--- config.mk ---
export PLATFORM = sky130hd
export DESIGN_NAME = fcbu_branch_unit
export DESIGN_NICKNAME = d
export VERILOG_FILES = /design/src/logic/fcbu_pkg.sv /design/src/logic/fcbu_branch_unit.sv /design/src/logic/fcbu_cond_eval.sv
export VERILOG_INCLUDE_DIRS = /design/src /design/src/logic
export SDC_FILE = /design/constraint.sdc
export NUM_CORES = 1
export LEC_CHECK = 0
export BUFFER_PORTS_ARGS = -buffer_cell sky130_fd_sc_hd__buf_2
export CORE_UTILIZATION = 47
export DETAILED_ROUTE_END_ITERATION = 12
export PLACE_DENSITY = 0.76
export SETUP_SLACK_MARGIN = 0.1
export SYNTH_ARGS = -nofsm -noshare
export SYNTH_HDL_FRONTEND = slang
export SYNTH_SLANG_ARGS = --single-unit
--- constraint.sdc ---
create_clock -name ref_clk -period 5.9 [get_ports ref_clk]
set_clock_uncertainty 0.05 [all_clocks]
set_input_delay 0 -clock ref_clk [delete_from_list [all_inputs] [get_ports ref_clk]]
set_output_delay 0 -clock ref_clk [all_outputs]
set_load 0.02 [all_outputs]
--- src/logic/fcbu_params.svh ---
`ifndef FCBU_PARAMS_SVH
`define FCBU_PARAMS_SVH

// Program counter width (jump range up to 8 kB)
`define FCBU_PC_W 13
// Reset value of the program counter
`define FCBU_PC_RESET 13'h0000
// Instruction lengths in bytes
`define FCBU_LEN_REL 2'h2
`define FCBU_LEN_ABS 2'h3
// Execution time in clock cycles
`define FCBU_CYC_REL 3'h3
`define FCBU_CYC_ABS 3'h4
// Opcode encodings of the four flag jumps (low two bits select the condition)
`define FCBU_OP_NEG 8'hA0
`define FCBU_OP_OVC 8'hA1
`define FCBU_OP_OVS 8'hA2
`define FCBU_OP_POS 8'hA3
// Opcode bit that selects the absolute form
`define FCBU_ABS_BIT 2
// Opcode field that marks the flag-jump group
`define FCBU_GRP_MASK 8'hF8
`define FCBU_GRP_VAL 8'hA0

`endif

--- src/logic/fcbu_pkg.sv ---
package fcbu_pkg;

  // Sequencer states
  typedef enum logic [2:0] {
    FCBU_IDLE,
    FCBU_OPER1,
    FCBU_OPER2,
    FCBU_EXEC,
    FCBU_DONE
  } fcbu_state_t;

  // Branch conditions
  typedef enum logic [1:0] {
    FCBU_C_NEG,
    FCBU_C_OVC,
    FCBU_C_OVS,
    FCBU_C_POS
  } fcbu_cond_t;

endpackage

--- src/logic/fcbu_branch_unit.sv ---
`timescale 1ns/100ps
`include "fcbu_params.svh"

module fcbu_branch_unit
  import fcbu_pkg::*;
#(
  parameter int PC_W = `FCBU_PC_W
) (
  // Clock and reset
  input wire logic ref_clk,
  input wire logic rst_n,
  // Instruction byte stream from program memory
  input wire logic [7:0] fetchByte,
  input wire logic fetchValid,
  // Flags of the preceding operation
  input wire logic signFlag,
  input wire logic overflowFlag,
  // Program counter and status
  output logic [PC_W-1:0] progCounter,
  output logic fetchReq,
  output logic branchBusy,
  output logic branchTaken,
  output logic branchDone,
  output logic unknownOpcode
);

  typedef struct packed {
    // Where the sequencer stands
    fcbu_state_t state;
    // Addresses: live pc, collected label, address of the opcode
    logic [PC_W-1:0] pc;
    logic [PC_W-1:0] target;
    logic [PC_W-1:0] startPc;
    // Decoded opcode, kept for the whole instruction
    logic absForm;
    fcbu_cond_t cond;
    // Registered copies of the status outputs
    logic fetchReq;
    logic busy;
    logic taken;
    logic done;
    logic unknown;
  } fcbu_st_t;

  // Power-on image of the whole state; pc restarts at the reset vector
  localparam fcbu_st_t ST_RESET = '{
    state: FCBU_IDLE,
    pc: PC_W'(`FCBU_PC_RESET),
    target: '0,
    startPc: '0,
    absForm: 1'b0,
    cond: FCBU_C_NEG,
    fetchReq: 1'b0,
    busy: 1'b0,
    taken: 1'b0,
    done: 1'b0,
    unknown: 1'b0
  };

  // State register and its next value
  fcbu_st_t st;
  fcbu_st_t next_st;
  // Flag test handshake with the evaluator
  logic evalStrobe;
  logic condMet;
  // Decode of the byte on the fetch port
  logic isJump;
  logic opAbs;
  fcbu_cond_t opCond;
  // Address arithmetic
  logic [PC_W-1:0] lenPc;
  logic [PC_W-1:0] nextSeqPc;
  logic [PC_W-1:0] offsetExt;
  logic [PC_W-1:0] relTarget;
  logic lastOperand;

  // Flag test sits in its own register so timing is cycle-exact
  // It only updates on the last operand edge, so stale flags never leak in
  fcbu_cond_eval u_cond (
    .ref_clk(ref_clk),
    .rst_n(rst_n),
    .evalStrobe(evalStrobe),
    .cond(st.cond),
    .signFlag(signFlag),
    .overflowFlag(overflowFlag),
    .taken(condMet)
  );

  // Opcode decode of the flag-jump group
  // Any byte outside the group is refused in idle and flagged as unknown
  assign isJump = (fetchByte & `FCBU_GRP_MASK) == `FCBU_GRP_VAL;
  // One bit picks the form, so both forms share a single sequencer
  assign opAbs = fetchByte[`FCBU_ABS_BIT];
  // Low two bits name the flag test directly, no lookup needed
  assign opCond = fcbu_cond_t'(fetchByte[1:0]);

  // Length of the instruction, chosen by form
  assign lenPc = st.absForm ? PC_W'(`FCBU_LEN_ABS) : PC_W'(`FCBU_LEN_REL);
  // Address of the instruction that follows the branch
  assign nextSeqPc = st.startPc + lenPc;
  // Offset byte is signed; widened by copying its top bit
  assign offsetExt = {{(PC_W-8){st.target[7]}}, st.target[7:0]};
  // Relative offset is counted from the following instruction
  assign relTarget = nextSeqPc + offsetExt;

  // Last operand byte: the only edge at which the flags are looked at
  // Sampling later would let the next operation's flags leak in
  assign lastOperand = (st.state == FCBU_OPER1 && !st.absForm)
                     || (st.state == FCBU_OPER2);
  assign evalStrobe = lastOperand && fetchValid;

  // Sequencer: opcode, operand byte(s), execute, done
  // Relative: OPC, OPER1, EXEC = 3 cycles; absolute adds OPER2 = 4 cycles
  // Idle: take an opcode, note where it sits and which test it asks for
  // Oper1: low operand byte, also the whole offset of the relative form
  // Oper2: high operand byte of the absolute form only
  // Exec: fetch is paused for one cycle while the pc is chosen
  // The byte offered during exec is ignored; the source must offer it again
  // Done pulses in the cycle after exec, when idle already takes bytes
  // No stall counter: a missing operand byte simply holds the state
  // Cycle figures therefore hold only when operands come without gaps
  // Flags are only ever read here; nothing in this unit writes them
  // Taken is kept until the next jump opcode so slow readers still see it
  // Unknown bytes still advance the pc, so the stream never stalls
  // Limitation: the high label bits above the pc width are dropped
  always_comb begin
    next_st = st;
    next_st.done = 1'b0;
    next_st.unknown = 1'b0;
    case (st.state)
      FCBU_IDLE: begin
        if (fetchValid) begin
          if (isJump) begin
            // Remember the opcode address: lengths count from it, offsets from the following instruction
            next_st.startPc = st.pc;
            next_st.absForm = opAbs;
            next_st.cond = opCond;
            next_st.busy = 1'b1;
            next_st.taken = 1'b0;
            next_st.state = FCBU_OPER1;
          end else begin
            next_st.unknown = 1'b1;
          end
          // Pc steps over every byte taken, jump or not
          next_st.pc = st.pc + PC_W'(1);
        end
      end
      FCBU_OPER1: begin
        if (fetchValid) begin
          // Low byte lands first; the high part is cleared until oper2
          next_st.target = PC_W'(fetchByte);
          next_st.pc = st.pc + PC_W'(1);
          next_st.state = st.absForm ? FCBU_OPER2 : FCBU_EXEC;
        end
      end
      FCBU_OPER2: begin
        if (fetchValid) begin
          // High byte joins the low one; surplus bits are cut on purpose
          next_st.target = PC_W'({fetchByte, st.target[7:0]});
          next_st.pc = st.pc + PC_W'(1);
          next_st.state = FCBU_EXEC;
        end
      end
      FCBU_EXEC: begin
        // Untaken: continue after the branch; flags are inputs only
        if (condMet && st.absForm) begin
          // Absolute form loads the label address as it stands
          next_st.pc = st.target;
        end else if (condMet) begin
          // Relative form steps from the following instruction
          next_st.pc = relTarget;
        end else begin
          next_st.pc = nextSeqPc;
        end
        // Taken holds until the next jump opcode for status readers
        next_st.taken = condMet;
        next_st.done = 1'b1;
        next_st.busy = 1'b0;
        next_st.state = FCBU_IDLE;
      end
      default: begin
        // Unused codes fall back to idle rather than lock up
        next_st.state = FCBU_IDLE;
        next_st.busy = 1'b0;
      end
    endcase
    // Fetch is paused for the exec cycle, and is low from reset until the first clock
    // Registered so the port has no decode path behind it
    next_st.fetchReq = (next_st.state != FCBU_EXEC);
  end

  // Single state register; async reset loads the power-on image
  always_ff @(posedge ref_clk or negedge rst_n) begin
    if (!rst_n) begin
      st <= ST_RESET;
    end else begin
      st <= next_st;
    end
  end

  // All outputs straight from the state register
  // Program counter as seen by program memory
  assign progCounter = st.pc;
  // Byte request towards program memory
  assign fetchReq = st.fetchReq;
  // Branch status for the rest of the core
  assign branchBusy = st.busy;
  assign branchTaken = st.taken;
  // One-cycle pulses
  assign branchDone = st.done;
  assign unknownOpcode = st.unknown;
  // No output depends on an input in the same cycle

endmodule

--- src/logic/fcbu_cond_eval.sv ---
`timescale 1ns/100ps

// Registered condition test against the flags of the preceding operation
module fcbu_cond_eval
  import fcbu_pkg::*;
(
  // Clock and reset
  input wire logic ref_clk,
  input wire logic rst_n,
  // Evaluation request
  input wire logic evalStrobe,
  input wire fcbu_cond_t cond,
  input wire logic signFlag,
  input wire logic overflowFlag,
  // Result
  output logic taken
);

  typedef struct packed {
    logic taken;
  } fcbu_eval_st_t;

  fcbu_eval_st_t st;
  fcbu_eval_st_t next_st;

  // Result holds until the next evaluation
  always_comb begin
    next_st = st;
    if (evalStrobe) begin
      case (cond)
        FCBU_C_NEG: next_st.taken = signFlag;
        FCBU_C_OVC: next_st.taken = ~overflowFlag;
        FCBU_C_OVS: next_st.taken = overflowFlag;
        FCBU_C_POS: next_st.taken = ~signFlag;
        default: next_st.taken = 1'b0;
      endcase
    end
  end

  always_ff @(posedge ref_clk or negedge rst_n) begin
    if (!rst_n) begin
      st <= '0;
    end else begin
      st <= next_st;
    end
  end

  assign taken = st.taken;

endmodule

==> results.md <==
* Outcome: completed
* Worst Setup SP: st[7]
* Worst Path Max Fanout at 32
* Die width at 88.5 um
* First-pass GRT wire length at 13900 um
* Clk_lat worst skew at 0.30 ns
* # Max-Cap Violations at 0
* Crit path required time at 6.04 ns
* Post-synth EDFFs at 0
* Max rail drop VDD at 0.160 mV
* WL met1 at 3870 um
* Hpwl dp at 5850 um
* Core Region at 0.00725 mm2
* Post-Route WL at 8380 um
* Reg2Reg Setup Slack at 1.90 ns
* Pwr/cell area at 339 mW/mm2
* Comb pwr share at 0.424
* Rel. slew slack at 0.337
* Crit path DAT at 4.14 ns
* RSZ-0062 raised after global routing: no
* Place WS at 1.99 ns
* Most frequent CP cell: ha_1
* Antenna cells at 0
* Initial DRC count at 285
* Critical path, cell by cell: ha_1 > inv_1 > ha_1 > nand3b_1 > nor2_1 > and3_1 > xor2_1 > ha_1 > a21o_1 > or4_1 > o311ai_1 > nor3_1 > nand3b_1
* Prevailing post-synth register cell: dfrtp_1
* Initial core utilization at 0.485
* Worst R2R Path Depth at 13
* Setup WS post-layout at 1.90 ns
* Critical path's slowest cell: dfrtp_1
* Fmax at 250 MHz
* CTS tree: done
* Tcrit/Tclk final at 0.678
* Synthesized area at 0.00352 mm2
* Hold Path Sink: u_cond.taken
* Clock power share at 0.151
* Post-synthesis sequential element count at 51
* Cell Int Power at 756 uW
* Flop pwr share at 0.425
* Leak at 0.00166 uW
* Async set or reset register ratio after synthesis at 1.00
* Worst min path class: in2reg
* Crit Path Category: reg2reg
* Average size of a mapped cell at 9.07 um2
* RD Place Congestion at 0.869
* Gate count of the mapped netlist at 388
* Startpoint types: flip-flop
* Sw Ratio at 0.418
* CTS H-tree lvls at 2
* DRT Pass-1 Iters at 5
* Post-CTS setup buffers at 0
* Port bufs at 30
* Top routing layer in use: met4
* Initial antenna violation count at 0
* Final setup violation count at 0
* Post-route ant nets at 0
* Post-synthesis sequential area ratio at 0.363
* Root Buffer: clkbuf_8
* Synth top area cells: dfrtp_1 (36%), mux2_2 (6.4%), ha_1 (5.7%)
* Final Max Tran Viols at 0
* Via density per instance at 5.82
* Yosys cell types at 61
* All-Layer GR Usage at 0.234
* Routed length per placed instance at 16.4 um
* Row cnt at 31
* Final-report hold violation count at 0
* Share of layout cells above drive strength 1 at 0.168
* Hold depth at 4
* Worst R2R Start: st[7]
* Max reg flops at 24
* Cts bufs inserted at 5
* Clk buf depth at 2
* Hold Crit Start: signFlag
* CP max stage delay at 1.01 ns
* Die height at 88.5 um
* Metal3 WL at 490 um
* Min Clock Period, post-route at 4.00 ns
* Post-synth top area share at 0.363
* Vias in the first global route at 2867
* Residual overflow from global routing at 0
* Net Count, Synth at 418
* Most common library cells after synthesis: dfrtp_1 (51), nand2_1 (50), nor2_1 (25)
* Final nets at 440
* Vias post-DR at 2969
* WL met2 at 3890 um
* Crit. End Element: flip-flop
* Count leader, synth: dfrtp_1
* Final TNS setup at 0 ns
* CTS Sinks at 51
* Reg with most FFs: st
* Syn. warnings at 0
* R2r endpoint: progCounter[12]
* Clock slew at reported path FFs at 0.09 ns
* DRC at 0
* Leading area contributor after synthesis: dfrtp_1
* Die Footprint at 0.00784 mm2
* Number of gates resized after CTS at 0
* Largest net degree at the start of global routing at 52
* Net switching power at 542 uW
* Slew at the pin closest to its max-slew limit at 0.994 ns
* Io pins at 31
* Synthesis-to-finish area growth at 8.89%
metal layers:
layer | global-route usage | up-vias
met5 | 0 | -
met4 | 0.0704 | 0
met3 | 0.0354 | 11
met2 | 0.383 | 97
met1 | 0.321 | 1445
li1 | - | 1416
cells in the final DEF, fill, tap and decap left out, types with 3 or more instances in the layout:
cell type      Yosys  routed
o21ai_0           23      23
dfrtp_1           51      51
nor2_1            25      25
a21o_1             6       6
nand4_1            4       4
nand2_1           50      50
or2b_2             3       3
nand3b_1           3       3
inv_1             13      13
a31oi_1            6       6
and3_1             3       3
buf_2              4      30
a211oi_1           4       4
o211ai_1          10      10
nor3b_1            5       5
nand2b_1           6       6
ha_1              16      16
xnor2_1           14      14
nor3_1             8       8
mux2_2            20      20
nand3_1            6       6
dlygate4sd3_1      0      12
xor2_1            13      13
a22o_1             6       6
mux2i_1            6       6
clkbuf_8           0       5
nor4_2             3       3
a21oi_1           20      20
through the flow:
step           std cells  instance area [um2]   util  hold slack [ns]  power, uW
6_report             510                 3830  0.528            0.102       1300
5_1_grt              510                 3830  0.528            0.158       1400
4_1_cts              510                 3830  0.528            0.108       1300
3_5_place_dp         490                 3630  0.500            0.104       1090
3_3_place_gp         490                 3630  0.500            0.101       1080
2_1_floorplan        388                 3520      -           -0.346        989
worst max path at each step:
stage	to	slack [ns]	depth (start not counted)
floorplan	progCounter[12]	2.95	13
detailed placement	progCounter[12]	1.99	13
global placement	progCounter[12]	2.08	13
CTS	progCounter[12]	1.95	13
global route	progCounter[12]	1.61	13
finish	progCounter[12]	1.90	13
worst max-delay path, delay by kind of cell (launching register included):
family          cells  cell delay, ns
compound gates      2            0.34
xor+xnor            1            0.21
fa+ha+maj           3            0.90
buf+inv             1            0.06
flops               1            1.01
simple gates        6            1.31
power groups by stage:
| stage | sequential [uW] | combinational, uW | clock [uW] |
|---|---|---|---|
| 2_1_floorplan | 509 | 480 | 0 |
| 3_3_place_gp | 551 | 525 | 0 |
| 3_5_place_dp | 556 | 535 | 0 |
| 4_1_cts | 550 | 546 | 205 |
| 5_1_grt | 569 | 613 | 217 |
| 6_report | 551 | 550 | 197 |
repair_timing:
item                       in CTS  in global routing
hold buffers                   12                  0
setup endpoints to repair       0                  0
hold endpoints to repair       66                  0
cell type report:
type / count / area, um2
clock buffer: 7 / 76.3
clock inverter: 1 / 5.00
fill: 672 / 3420
inverter: 14 / 52.6
multi-input combinational: 295 / 2020
sequential: 51 / 1280
tap: 99 / 124
timing repair buffer: 43 / 278
logic make-up (layout without fill, tap and decap cells):
kind of cell	count (synthesis)	count (layout)	share of synthesized area
flip-flops	51	51	0.363
XOR/XNOR	27	27	0.0672
other	1	1	0.00107
multiplexers	26	26	0.0811
AO/OA/AOI/OAI	92	92	0.170
AND/OR/NAND/NOR	132	132	0.192
buffers and inverters	42	65	0.0633
adder cells (fa/ha/maj)	17	17	0.0626
No activity file was read; power rests on OpenSTA's default activity.
